==> src/logic/hpcfg_defs.svh <==
// Offsets, field positions, reset values and timing counts for host pad configuration
//
// Contract
// - Writing one then zero to the arm bit, at least one slow oscillator cycle apart, turns supply-loss detection on.
// - The same one-then-zero sequence on the disarm bit turns supply-loss detection off.
// - A pull field of 00b means pull-down, 01b no pull, 10b bus keeper and 11b pull-up.
// - Bit 16 of the interrupt pad register hands the interrupt pin to the interrupt unit output.
// - Bit 1 of each pad register switches that pad's output driver and resets to zero.
// - Bit 0 of each pad register switches that pad's input driver; it resets to one only for host data.
// - Bits 5 to 4 of each pad register hold a writable drive selection that resets to zero.
// - The host data pull field resets to 11b, pull-up.
// - The interrupt pull field resets to 00b, pull-down.
`ifndef HPCFG_DEFS_SVH
`define HPCFG_DEFS_SVH

// ----------------------------------------------------------------
// Register offsets
// ----------------------------------------------------------------
`define HPCFG_OFS_DISARM     8'haf
`define HPCFG_OFS_ARM        8'hb0
`define HPCFG_OFS_DL_PAD     8'hb1
`define HPCFG_OFS_IRQ_PAD    8'hb2
`define HPCFG_OFS_HD_PAD     8'hb3
`define HPCFG_OFS_STATUS     8'hbf

// ----------------------------------------------------------------
// Field positions, masks and reset values
// ----------------------------------------------------------------
`define HPCFG_BIT_IN_EN      0
`define HPCFG_BIT_OUT_EN     1
`define HPCFG_LSB_PULL       2
`define HPCFG_LSB_DRIVE      4
`define HPCFG_BIT_IRQ_ROUTE  16
`define HPCFG_MASK_PAD       32'h0000_003f
`define HPCFG_MASK_IRQ_PAD   32'h0001_003f
`define HPCFG_RST_DL_PAD     32'h0000_0000
`define HPCFG_RST_IRQ_PAD    32'h0000_0000
`define HPCFG_RST_HD_PAD     32'h0000_000d

// ----------------------------------------------------------------
// Timing
// ----------------------------------------------------------------
`define HPCFG_LFO_MIN_CYCLES 1

`endif

==> src/logic/hpcfg_pkg.sv <==
// Types shared by the host pad configuration block
package hpcfg_pkg;

    // Pull modes of a pad
    typedef enum logic [1:0] {
        HPCFG_PULL_DOWN = 2'h0,
        HPCFG_PULL_NONE = 2'h1,
        HPCFG_PULL_KEEP = 2'h2,
        HPCFG_PULL_UP   = 2'h3
    } hpcfg_pull_t;

    // Write-pulse sequencer states, Gray along idle, high, ready
    typedef enum logic [1:0] {
        HPCFG_SEQ_IDLE  = 2'b00,
        HPCFG_SEQ_HIGH  = 2'b01,
        HPCFG_SEQ_READY = 2'b11
    } hpcfg_seq_t;

endpackage : hpcfg_pkg

==> src/logic/hpcfg_seq.sv <==
// One-then-zero write sequencer qualified by slow oscillator edges
`timescale 1ns/1ns
`default_nettype none
`include "hpcfg_defs.svh"

module hpcfg_seq
    import hpcfg_pkg::*;
#(
    parameter int unsigned MIN_LFO_CYCLES = `HPCFG_LFO_MIN_CYCLES
) (
    // Clock and reset
    input  wire logic clk_sys,
    input  wire logic rst,
    // Software writes and slow edge
    input  wire logic wr_one,
    input  wire logic wr_zero,
    input  wire logic lfo_rise,
    // Results
    output logic      bit_q,
    output logic      ready,
    output logic      done
);

    // One edge may land just after the write, so a full cycle needs one more
    localparam int unsigned EDGES = MIN_LFO_CYCLES + 1;
    localparam int unsigned CW    = $clog2(EDGES + 1);

    hpcfg_seq_t    state_reg;
    hpcfg_seq_t    state_next;
    logic [CW-1:0] edge_reg;
    logic          bit_reg;
    logic          done_reg;

    // Next state of the sequence
    always_comb begin
        state_next = state_reg;
        case (state_reg)
            HPCFG_SEQ_IDLE: begin
                if (wr_one) state_next = HPCFG_SEQ_HIGH;
            end
            HPCFG_SEQ_HIGH: begin
                if (wr_one) state_next = HPCFG_SEQ_HIGH;
                else if (wr_zero) state_next = HPCFG_SEQ_IDLE;
                else if (lfo_rise && edge_reg == CW'(EDGES - 1)) state_next = HPCFG_SEQ_READY;
            end
            HPCFG_SEQ_READY: begin
                if (wr_one) state_next = HPCFG_SEQ_HIGH;
                else if (wr_zero) state_next = HPCFG_SEQ_IDLE;
            end
            default: state_next = HPCFG_SEQ_IDLE;
        endcase
    end

    // State register
    always_ff @(posedge clk_sys) begin
        if (rst) state_reg <= HPCFG_SEQ_IDLE;
        else state_reg <= state_next;
    end

    // Slow edge count, restarted by every one-write
    always_ff @(posedge clk_sys) begin
        if (rst || wr_one) edge_reg <= '0;
        else if (state_reg == HPCFG_SEQ_HIGH && lfo_rise) edge_reg <= edge_reg + CW'(1);
    end

    // Stored bit as software sees it
    always_ff @(posedge clk_sys) begin
        if (rst) bit_reg <= 1'b0;
        else if (wr_one) bit_reg <= 1'b1;
        else if (wr_zero) bit_reg <= 1'b0;
    end

    always_ff @(posedge clk_sys) begin
        if (rst) done_reg <= 1'b0;
        else done_reg <= wr_zero && state_reg == HPCFG_SEQ_READY;
    end

    assign bit_q = bit_reg;
    assign ready = state_reg == HPCFG_SEQ_READY;
    assign done  = done_reg;

    // Completion only after a qualified high phase
    seq_done_cause_a: assert property (@(posedge clk_sys) disable iff (rst)
        done |-> $past(wr_zero) && $past(state_reg) == HPCFG_SEQ_READY)
        else $error("sequence completed without a qualified zero write");

    // A zero written too early completes nothing and returns to idle
    seq_early_zero_a: assert property (@(posedge clk_sys) disable iff (rst)
        (state_reg == HPCFG_SEQ_HIGH && wr_zero) |=> !done && state_reg == HPCFG_SEQ_IDLE)
        else $error("early zero write was accepted");

endmodule : hpcfg_seq
`default_nettype wire

==> src/logic/hpcfg_top.sv <==
// Host pad configuration registers, pin control and supply-loss arming
//
// Local design decision: the strobed register port.
`timescale 1ns/1ns
`default_nettype none
`include "hpcfg_defs.svh"

module hpcfg_top
    import hpcfg_pkg::*;
#(
    parameter int unsigned MIN_LFO_CYCLES = `HPCFG_LFO_MIN_CYCLES
) (
    // Clock and reset
    input  wire logic        clk_sys,
    input  wire logic        rst,
    // Register port
    input  wire logic [7:0]  addr,
    input  wire logic [31:0] wr_data,
    input  wire logic        wr_stb,
    input  wire logic        rd_stb,
    output logic      [31:0] rd_data,
    // Slow oscillator, sampled as a level
    input  wire logic        low_freq_osc,
    // Analog power unit control
    output logic             supply_loss_arm_bit,
    output logic             supply_loss_disarm_bit,
    output logic             supply_loss_det_on,
    // Core side of the pads: 0 download, 1 interrupt, 2 host data
    input  wire logic [2:0]  gpio_out,
    output logic      [2:0]  gpio_in,
    input  wire logic        irq_unit_out,
    // Download request pin
    input  wire logic        download_request_pin_i,
    output logic             download_request_pin_o,
    output logic             download_request_pin_oe_n,
    // Interrupt request pin
    input  wire logic        interrupt_pin_i,
    output logic             interrupt_pin_o,
    output logic             interrupt_pin_oe_n,
    // Host data pin
    input  wire logic        host_data_pin_i,
    output logic             host_data_pin_o,
    output logic             host_data_pin_oe_n,
    // Pad drive selections
    output logic      [1:0]  download_drive_sel,
    output logic      [1:0]  interrupt_drive_sel,
    output logic      [1:0]  host_data_drive_sel,
    // Pad pull selections, raw and decoded
    output logic      [1:0]  download_pull_sel,
    output logic      [1:0]  interrupt_pull_sel,
    output logic      [1:0]  host_data_pull_sel,
    output logic      [2:0]  pad_pull_down,
    output logic      [2:0]  pad_pull_up,
    output logic      [2:0]  pad_keeper,
    // Pad driver enables
    output logic             download_out_en,
    output logic             download_in_en,
    output logic             interrupt_out_en,
    output logic             interrupt_in_en,
    output logic             host_data_out_en,
    output logic             host_data_in_en,
    output logic             interrupt_route
);

    // ----------------------------------------------------------------
    // Pad tables
    // ----------------------------------------------------------------
    localparam int unsigned PADS = 3;
    localparam logic [7:0]  PAD_OFS  [PADS] = '{`HPCFG_OFS_DL_PAD, `HPCFG_OFS_IRQ_PAD,
                                                `HPCFG_OFS_HD_PAD};
    localparam logic [31:0] PAD_MASK [PADS] = '{`HPCFG_MASK_PAD, `HPCFG_MASK_IRQ_PAD,
                                                `HPCFG_MASK_PAD};
    localparam logic [31:0] PAD_RST  [PADS] = '{`HPCFG_RST_DL_PAD, `HPCFG_RST_IRQ_PAD,
                                                `HPCFG_RST_HD_PAD};

    // Pull field decode, used by every pad
    function automatic logic [2:0] pull_decode(input logic [1:0] sel);
        hpcfg_pull_t mode;
        mode = hpcfg_pull_t'(sel);
        case (mode)
            HPCFG_PULL_DOWN: pull_decode = 3'b001;
            HPCFG_PULL_NONE: pull_decode = 3'b000;
            HPCFG_PULL_KEEP: pull_decode = 3'b100;
            HPCFG_PULL_UP:   pull_decode = 3'b010;
            default:         pull_decode = 3'b000;
        endcase
    endfunction : pull_decode

    // ----------------------------------------------------------------
    // Internal signals
    // ----------------------------------------------------------------
    logic [31:0] pad_reg   [PADS];
    logic [PADS-1:0] pin_i;
    logic [PADS-1:0] pin_o_reg;
    logic [PADS-1:0] oe_n_reg;
    logic [PADS-1:0] in_reg;
    logic [PADS-1:0] src;
    logic [31:0] rd_next;
    logic [31:0] rd_reg;
    logic        lfo_prev_reg;
    logic        lfo_rise;
    logic        det_on_reg;
    logic        wr_arm;
    logic        wr_disarm;
    logic        arm_ready;
    logic        arm_done;
    logic        disarm_ready;
    logic        disarm_done;

    assign pin_i = {host_data_pin_i, interrupt_pin_i, download_request_pin_i};

    // ----------------------------------------------------------------
    // Pad configuration registers and pin paths
    // ----------------------------------------------------------------
    for (genvar p = 0; p < PADS; p++) begin : g_pad
        logic [2:0] pull_vec;

        always_ff @(posedge clk_sys) begin
            if (rst) pad_reg[p] <= PAD_RST[p];
            else if (wr_stb && addr == PAD_OFS[p]) pad_reg[p] <= wr_data & PAD_MASK[p];
        end

        assign pull_vec         = pull_decode(pad_reg[p][`HPCFG_LSB_PULL+:2]);
        assign pad_pull_down[p] = pull_vec[0];
        assign pad_pull_up[p]   = pull_vec[1];
        assign pad_keeper[p]    = pull_vec[2];

        // output driver, enable is active low at the pin
        always_ff @(posedge clk_sys) begin
            if (rst) begin
                pin_o_reg[p] <= 1'b0;
                oe_n_reg[p]  <= 1'b1;
            end else begin
                pin_o_reg[p] <= src[p];
                oe_n_reg[p]  <= ~pad_reg[p][`HPCFG_BIT_OUT_EN];
            end
        end

        // input driver gates the pin towards the core
        always_ff @(posedge clk_sys) begin
            if (rst) in_reg[p] <= 1'b0;
            else in_reg[p] <= pin_i[p] & pad_reg[p][`HPCFG_BIT_IN_EN];
        end
    end

    // interrupt unit output drives the interrupt pin in place of the core when bit 16 is set
    assign src[0] = gpio_out[0];
    assign src[1] = pad_reg[1][`HPCFG_BIT_IRQ_ROUTE] ? irq_unit_out : gpio_out[1];
    assign src[2] = gpio_out[2];

    // ----------------------------------------------------------------
    // Supply-loss arming
    // ----------------------------------------------------------------

    // Slow oscillator edge, input already synchronous
    always_ff @(posedge clk_sys) begin
        if (rst) lfo_prev_reg <= 1'b0;
        else lfo_prev_reg <= low_freq_osc;
    end
    assign lfo_rise  = low_freq_osc & ~lfo_prev_reg;

    assign wr_arm    = wr_stb && addr == `HPCFG_OFS_ARM;
    assign wr_disarm = wr_stb && addr == `HPCFG_OFS_DISARM;

    hpcfg_seq #(
        .MIN_LFO_CYCLES(MIN_LFO_CYCLES)
    ) u_arm (
        .clk_sys (clk_sys),
        .rst     (rst),
        .wr_one  (wr_arm && wr_data[0]),
        .wr_zero (wr_arm && !wr_data[0]),
        .lfo_rise(lfo_rise),
        .bit_q   (supply_loss_arm_bit),
        .ready   (arm_ready),
        .done    (arm_done)
    );

    hpcfg_seq #(
        .MIN_LFO_CYCLES(MIN_LFO_CYCLES)
    ) u_disarm (
        .clk_sys (clk_sys),
        .rst     (rst),
        .wr_one  (wr_disarm && wr_data[0]),
        .wr_zero (wr_disarm && !wr_data[0]),
        .lfo_rise(lfo_rise),
        .bit_q   (supply_loss_disarm_bit),
        .ready   (disarm_ready),
        .done    (disarm_done)
    );

    // detection state, arming wins on a tie
    always_ff @(posedge clk_sys) begin
        if (rst) det_on_reg <= 1'b0;
        else if (arm_done) det_on_reg <= 1'b1;
        else if (disarm_done) det_on_reg <= 1'b0;
    end

    // ----------------------------------------------------------------
    // Read port
    // ----------------------------------------------------------------

    // unused bits are zero by masking and zero-fill
    always_comb begin
        rd_next = 32'h0000_0000;
        case (addr)
            `HPCFG_OFS_DISARM: rd_next = {31'h0000_0000, supply_loss_disarm_bit};
            `HPCFG_OFS_ARM:    rd_next = {31'h0000_0000, supply_loss_arm_bit};
            `HPCFG_OFS_DL_PAD: rd_next = pad_reg[0];
            `HPCFG_OFS_IRQ_PAD: rd_next = pad_reg[1];
            `HPCFG_OFS_HD_PAD: rd_next = pad_reg[2];
            `HPCFG_OFS_STATUS: rd_next = {29'h0000_0000, disarm_ready, arm_ready, det_on_reg};
            default:           rd_next = 32'h0000_0000;
        endcase
    end

    // Data stands only in the cycle after the strobe
    always_ff @(posedge clk_sys) begin
        if (rst) rd_reg <= 32'h0000_0000;
        else if (rd_stb) rd_reg <= rd_next;
        else rd_reg <= 32'h0000_0000;
    end

    // ----------------------------------------------------------------
    // Outputs
    // ----------------------------------------------------------------
    assign rd_data                   = rd_reg;
    assign supply_loss_det_on        = det_on_reg;
    assign gpio_in                   = in_reg;
    assign download_request_pin_o    = pin_o_reg[0];
    assign download_request_pin_oe_n = oe_n_reg[0];
    assign interrupt_pin_o           = pin_o_reg[1];
    assign interrupt_pin_oe_n        = oe_n_reg[1];
    assign host_data_pin_o           = pin_o_reg[2];
    assign host_data_pin_oe_n        = oe_n_reg[2];

    // Field views of the pad registers
    assign download_drive_sel  = pad_reg[0][`HPCFG_LSB_DRIVE+:2];
    assign interrupt_drive_sel = pad_reg[1][`HPCFG_LSB_DRIVE+:2];
    assign host_data_drive_sel = pad_reg[2][`HPCFG_LSB_DRIVE+:2];
    assign download_pull_sel   = pad_reg[0][`HPCFG_LSB_PULL+:2];
    assign interrupt_pull_sel  = pad_reg[1][`HPCFG_LSB_PULL+:2];
    assign host_data_pull_sel  = pad_reg[2][`HPCFG_LSB_PULL+:2];
    assign download_out_en     = pad_reg[0][`HPCFG_BIT_OUT_EN];
    assign download_in_en      = pad_reg[0][`HPCFG_BIT_IN_EN];
    assign interrupt_out_en    = pad_reg[1][`HPCFG_BIT_OUT_EN];
    assign interrupt_in_en     = pad_reg[1][`HPCFG_BIT_IN_EN];
    assign host_data_out_en    = pad_reg[2][`HPCFG_BIT_OUT_EN];
    assign host_data_in_en     = pad_reg[2][`HPCFG_BIT_IN_EN];
    assign interrupt_route     = pad_reg[1][`HPCFG_BIT_IRQ_ROUTE];

    // ----------------------------------------------------------------
    // Checks
    // ----------------------------------------------------------------

    // Documented values right after reset
    pad_reset_vals_a: assert property (@(posedge clk_sys)
        $past(rst) && !rst |-> pad_reg[0] == 32'h0000_0000 && pad_reg[1] == 32'h0000_0000
                               && pad_reg[2] == 32'h0000_000d && host_data_pull_sel == 2'h3
                               && interrupt_pull_sel == 2'h0)
        else $error("pad register reset value wrong");

    // Output enable follows the driver bit one cycle later
    out_enable_follow_a: assert property (@(posedge clk_sys) disable iff (rst)
        !$past(rst) |-> download_request_pin_oe_n == !$past(download_out_en)
                        && host_data_pin_oe_n == !$past(host_data_out_en))
        else $error("pin output enable does not follow driver bit");

    // Input reaches the core only when enabled
    in_driver_gate_a: assert property (@(posedge clk_sys) disable iff (rst)
        !$past(rst) |-> gpio_in[2] == ($past(host_data_pin_i) && $past(host_data_in_en))
                        && gpio_in[0] == ($past(download_request_pin_i) && $past(download_in_en)))
        else $error("input driver gating wrong");

    // Exactly the decoded pull control per code
    pull_decode_map_a: assert property (@(posedge clk_sys) disable iff (rst)
        pad_pull_up[2] == (host_data_pull_sel == 2'h3) && pad_keeper[1] == (interrupt_pull_sel == 2'h2)
        && pad_pull_down[0] == (download_pull_sel == 2'h0))
        else $error("pull decode wrong");

    // Interrupt pin data source
    irq_route_src_a: assert property (@(posedge clk_sys) disable iff (rst)
        !$past(rst) |-> interrupt_pin_o == ($past(interrupt_route) ? $past(irq_unit_out)
                                                                  : $past(gpio_out[1])))
        else $error("interrupt pin source wrong");

    // Reserved bits of a read are zero
    reserved_read_zero_a: assert property (@(posedge clk_sys) disable iff (rst)
        $past(rd_stb) && $past(addr) == `HPCFG_OFS_IRQ_PAD |-> (rd_data & ~`HPCFG_MASK_IRQ_PAD) == '0)
        else $error("reserved bits read nonzero");

    // Drive selection takes the written value
    drive_sel_write_a: assert property (@(posedge clk_sys) disable iff (rst)
        wr_stb && addr == `HPCFG_OFS_DL_PAD |=> download_drive_sel == $past(wr_data[5:4]))
        else $error("drive selection not written");

    // Detection changes only through a completed sequence
    det_state_cause_a: assert property (@(posedge clk_sys) disable iff (rst)
        ($rose(det_on_reg) |-> $past(arm_done)) and ($fell(det_on_reg) |-> $past(disarm_done)))
        else $error("detection state changed without a sequence");

endmodule : hpcfg_top
`default_nettype wire

==> config.mk <==
export PLATFORM = sky130hd
export DESIGN_NAME = hpcfg_top
export DESIGN_NICKNAME = d
export VERILOG_FILES = /design/src/logic/hpcfg_pkg.sv /design/src/logic/hpcfg_seq.sv /design/src/logic/hpcfg_top.sv
export VERILOG_INCLUDE_DIRS = /design/src /design/src/logic
export SDC_FILE = /design/constraint.sdc
export NUM_CORES = 1
export LEC_CHECK = 0
export BUFFER_PORTS_ARGS = -buffer_cell sky130_fd_sc_hd__buf_2
export CORE_MARGIN = 5
export CORE_UTILIZATION = 38
export CTS_CLUSTER_SIZE = 16
export DETAILED_ROUTE_END_ITERATION = 8
export MAX_ROUTING_LAYER = met4
export PLACE_DENSITY = 0.78
export SLEW_MARGIN = 20
export SYNTH_ARGS = -nofsm -noshare
export SYNTH_HDL_FRONTEND = slang
export SYNTH_SLANG_ARGS = --single-unit
==> constraint.sdc <==
create_clock -name clk_sys -period 2.5 [get_ports clk_sys]
set_input_delay 0.375 -clock clk_sys [delete_from_list [all_inputs] [get_ports clk_sys]]
set_output_delay 0.375 -clock clk_sys [all_outputs]
set_load 0.01 [all_outputs]
Word level (Yosys, flattened, before mapping)

Memories as Yosys holds them, arrays and structs flattened.
Index checks and enable logic that the tools add are counted.

Register bits after elaboration: 55
Bits in writable memories: 21
Input bits: 52
Output and inout bits: 72
Word-level logic and storage cells: 130
Memories kept: 1

Memory list:

| memory  | words | bits a word | rd ports | clocked after Yosys merged registers in | write ports | RTL line        | text |
|---|---|---|---|---|---|---|---|
| pad_reg | 3     | 7           | 3        | 0                                       | 3           | hpcfg_top.sv:92 | `logic [31:0] pad_reg [PADS];` |

$add $sub $neg: 2
Equal/unequal tests: 27
Mux-type cells: 39
Bitwise gates (word level): 12
Reductions and logical operators: 29

Operators with widths:

| operator                                             | count |
|---|---|
| case mux 32 bit (6 select lines)                     | 1 |
| equality test 8 bit (second input constant)          | 6 |
| case mux 3 bit (4 select lines)                      | 3 |
| 2-to-1 mux 2 bit                                     | 12 |
| 2-to-1 mux 7 bit                                     | 3 |
| 2-to-1 mux 1 bit                                     | 18 |
| equality test 2 bit (second input constant)          | 8 |
| logical AND 1 bit                                    | 15 |
| equality test 2 x 1 -> 1 bit (second input constant) | 7 |
| case mux 2 bit (3 select lines)                      | 2 |
| logical NOT 2 bit                                    | 5 |
| != test 4 x 1 -> 1 bit (second input constant)       | 2 |
| != test 3 x 1 -> 1 bit (second input constant)       | 2 |
| AND reduction 3 bit                                  | 2 |
| nonzero test 2 bit                                   | 3 |
| NOT 1 bit                                            | 5 |
| adder 2 x 1 -> 2 bit (second input constant)         | 2 |
| bitwise AND 1 bit                                    | 4 |
| != test 2 x 1 -> 1 bit (second input constant)       | 2 |
| bitwise OR 1 bit                                     | 3 |
| logical OR 1 bit                                     | 2 |
| OR reduction 2 bit                                   | 1 |
| logical NOT 1 bit                                    | 1 |

Longest topological paths before layout

Depth in word-level cells: 7
Gate-level depth with buffers: 5

Modules after synthesis

From an unflattened synthesis, not the netlist that was laid out.

Cells, all modules: 208
Area total of the unflattened synthesis: 2268.4 sq um

Modules (own cells, without submodules):

| module    | instances | cells an instance | area an instance (sq um) | seq. area each (sq um) |
|---|---|---|---|---|
| hpcfg_top | 1         | 160               | 1793.0                   | 930.9 |
| hpcfg_seq | 2         | 24                | 237.7                    | 120.1 |

Least setup slack after synthesis

No wires, ideal clock.

Kind: input port to flip-flop
From: in addr[4]
To: mem pad_reg[1][0] in the netlist's numbering (enable)
Arrival: 1.515 ns
Data required time: 2.119 ns
Path slack: 0.604 ns
Stages on the path: 4
Cell sequence: buf_4 nor4bb_1 nand2_1 o21ai_0

RTL lines:

| element     | RTL line        | text |
|---|---|---|
| from (decl) | hpcfg_top.sv:17 | `input wire logic [7:0] addr,` |
| to (decl)   | hpcfg_top.sv:92 |  |

==> results_dict.tcl <==
set metrics [dict create \
    status "complete, no violations" \
    clk_transition_reported_paths_ns 0.08 \
    max_slew.worst_pin.slew_ns 0.731 \
    finalCritPeriodShare_pct 71.2 \
    slew-limit-headroom_pct 50.9 \
    finish.instance_area_um2 2750 \
    top_usage_layer "met2" \
    vias_per_cell 4.83 \
    placement_rows 28 \
    grt_use_total_pct 13.8 \
    power_density_nw_per_um2 587 \
    post_dp_cell_area_um2 2630 \
    synth_simple_gate_area_share_pct 23.9 \
    power.leakage_uw 0.00121 \
    gpl.final_weighted_congestion 0.802 \
    ys_warn_count 0 \
    clock_insertion_delay_worst_skew_ns 0.30 \
    cp_max_fanout 10 \
    hp-class "input pin to flip-flop" \
    clock_power_share_pct 35.7 \
    firstDrtPassIters 4 \
    sw_frac_of_total_pct 22.7 \
    initial_core_util_pct 38.6 \
    cts.sinks 49 \
    post-route-util_pct 46.9 \
    irDropWorstVdd_v 0.000233 \
    clk_path_buf_depth 2 \
    maxCapViolCount 0 \
    core_um2 5850 \
    chipWidth_um 87.1 \
    finish.cell_count_without_fillers 363 \
    grt_max_degree 15 \
    detailedPlacementHpwl_um 4050 \
    unrepaired_setup_endpoints_after_global_routing "no" \
    cp.required_ns 2.53 \
    clock_skew_ns 0.00226 \
    synth-adder-area-share_pct 1.11 \
    yosysSeqAreaShare_pct 51.9 \
    port-buffer-count 73 \
    cts_made_buffers 5 \
    global_route.overflow_total 0 \
    largest_reg_flops 19 \
    synth_area_in_xor_xnor_pct 0.776 \
    num_vias 1752 \
    tritoncts_clock_tree "yes" \
    cts_root_buffer "sky130_fd_sc_hd__clkbuf_8" \
    holdBufCountCts 0 \
    routed_wl_um 5120 \
    number_of_unique_standard_cell_types_used_by_synthesis 43 \
    synth_edf_count 19 \
    post-place-ws_ns 0.452 \
    share_seq_of_total_power_pct 53.8 \
    net_count_reported_at_finish 341 \
    achievable-frequency_mhz 562 \
    fillCellCount 554 \
    drc_errors 0 \
    grt_util_met2_pct 23.3 \
    synthArstFlopShare_pct 0 \
    synth_top_family_by_area "simple AND/OR/NAND/NOR gates" \
    antenna_left 0 \
    postSynthAreaPerCell_um2 10.8 \
    setup_viol 0 \
    ioPinCount 124 \
    numPlacedInstances 355 \
    detail_route.wl_per_cell_um 14.1 \
    maxSlewViolCount 0 \
    grt_pass1_vias 1679 \
    antenna_found_initial 0 \
    power_switching_uw 366 \
    syn-cell-area_um2 2260 \
    power_report.internal_total_uw 1250 \
    design.die.area_um2 7580 \
    synth-compound-area-share_pct 7.26 \
    met1_usage_pct 15.2 \
    report.final.hold_viol_count 0 \
    grt_pass1_wl_um 7910 \
    syn_to_final_growth_pct 21.6 \
    cts_setup_buffers 0 \
    period_needed_ns 1.78 \
    setup_ws_ns 0.720 \
    yosys-mux-area-fraction_pct 4.38 \
    m3_gr_usage_pct 3.03 \
    ys.flop_type "sky130_fd_sc_hd__dfxtp_1" \
    multi_input_comb_area_um2 940 \
    fin_setup_tns_ns 0 \
    drive_gt1_share_pct 33.3 \
    crit_type "input pin to flip-flop" \
    critical_path.endpoint_type "flip-flop" \
    die_height_um 87.1 \
    insertedDiodeCount 0 \
    ys_seq_elements 49 \
    critPathLaunchType "input pin" \
    post_cts.resized_instances 0 \
    power_frac_comb_pct 10.5 \
    critPathArrivalTime_ns 1.81 \
    dr.first_iter.drc_count 107 \
    regArea_um2 1170 \
    synthesis.instances 209 \
    cts.htree.levels 2 \
]
synthesized netlist by cell type (2+ instances only):
library cell | number | area share, %
sky130_fd_sc_hd__a211oi_1 | 2 | 0.66
sky130_fd_sc_hd__a21oi_1 | 5 | 1.1
sky130_fd_sc_hd__a22oi_1 | 5 | 1.7
sky130_fd_sc_hd__and2_1 | 19 | 5.3
sky130_fd_sc_hd__and3_1 | 7 | 1.9
sky130_fd_sc_hd__and4_1 | 2 | 0.78
sky130_fd_sc_hd__buf_4 | 26 | 8.6
sky130_fd_sc_hd__clkbuf_1 | 3 | 0.50
sky130_fd_sc_hd__dfxtp_1 | 30 | 27
sky130_fd_sc_hd__edfxtp_1 | 19 | 25
sky130_fd_sc_hd__ha_1 | 2 | 1.1
sky130_fd_sc_hd__inv_1 | 6 | 1.0
sky130_fd_sc_hd__mux2_2 | 5 | 2.5
sky130_fd_sc_hd__mux2i_1 | 2 | 0.89
sky130_fd_sc_hd__nand2_1 | 9 | 1.5
sky130_fd_sc_hd__nand2b_1 | 6 | 1.7
sky130_fd_sc_hd__nand3_1 | 3 | 0.66
sky130_fd_sc_hd__nor2_1 | 10 | 1.7
sky130_fd_sc_hd__nor2b_1 | 10 | 2.8
sky130_fd_sc_hd__nor3_1 | 3 | 0.66
sky130_fd_sc_hd__nor4_2 | 3 | 1.7
sky130_fd_sc_hd__nor4bb_1 | 3 | 1.3
sky130_fd_sc_hd__o2111a_1 | 2 | 1.0
sky130_fd_sc_hd__o21ai_0 | 3 | 0.66
sky130_fd_sc_hd__o22ai_1 | 3 | 0.83
sky130_fd_sc_hd__o31ai_1 | 2 | 0.66
sky130_fd_sc_hd__or4_1 | 2 | 0.66
sky130_fd_sc_hd__xor2_1 | 2 | 0.78
metal layers:
layer	part of all wire (%)	routed length [µm]	up-vias
met3	9.0	458	12
met2	50	2570	86
met4	2.8	142	0
li1	-	-	843
met5	0	0	-
met1	38	1940	811
final cells by class:
cell class                      count  area share (%)
Inverter                            6           0.820
Tap cell                           75            3.42
Clock buffer                        7            3.14
Clock inverter                      1            1.09
Multi-Input combinational cell    147            34.2
Timing Repair Buffer               78            14.7
Sequential cell                    49            42.6
kinds of logic after synthesis:
kind of cell,count (synthesis)
buffers and inverters,37
other,1
xor gates and xnor gates,2
DFF,49
adders and majority gates,2
AOI/OAI and AO/OA,24
muxes,8
and+or+nand+nor,86
metrics by stage:
| stage | total power, µW | hold WS (ns) |
|---|---|---|
| after global routing | 1680 | 0.281 |
| after CTS | 1620 | 0.283 |
| final | 1610 | 0.283 |
| after detailed placement | 1060 | 0.442 |
| after floorplan | 1010 | 0.413 |
| after global placement | 1050 | 0.421 |
critical path, cell delays in order:
cell                       delay [ns]
sky130_fd_sc_hd__buf_2           0.10
sky130_fd_sc_hd__nand3b_1        0.41
sky130_fd_sc_hd__nor4_2          0.79
sky130_fd_sc_hd__nand2_1         0.13
path summary, 6_finish.rpt:
kind                      start                     end  slack [ns]  cells after the start
max                     addr[6]           pad_reg[2][0]        0.72                      4
min                 gpio_out[0]  download_request_pin_o        0.28                      2
max reg2reg  u_arm.state_reg[1]       u_arm.edge_reg[0]        1.17                      3
min reg2reg          u_arm.done      supply_loss_det_on        0.46                      2
cell usage in the layout, fill, tap and decap left out, types with 6 or more instances in the layout:
| master | instances |
|---|---|
| sky130_fd_sc_hd__nand2_1 | 9 |
| sky130_fd_sc_hd__nand2b_1 | 6 |
| sky130_fd_sc_hd__nor2_1 | 10 |
| sky130_fd_sc_hd__clkbuf_8 | 6 |
| sky130_fd_sc_hd__dfxtp_1 | 30 |
| sky130_fd_sc_hd__and2_1 | 19 |
| sky130_fd_sc_hd__edfxtp_1 | 19 |
| sky130_fd_sc_hd__inv_1 | 6 |
| sky130_fd_sc_hd__nor2b_1 | 10 |
| sky130_fd_sc_hd__buf_2 | 73 |
| sky130_fd_sc_hd__and3_1 | 7 |
| sky130_fd_sc_hd__conb_1 | 25 |
power by group through the flow:
stage / combinational (µW) / sequential (µW) / clock [µW]
after global routing: 186 / 872 / 620
after global placement: 165 / 885 / 0
after CTS: 170 / 868 / 580
after floorplan: 109 / 896 / 0
final: 170 / 867 / 575
after detailed placement: 169 / 886 / 0
Power figures use the tool's default switching activity.
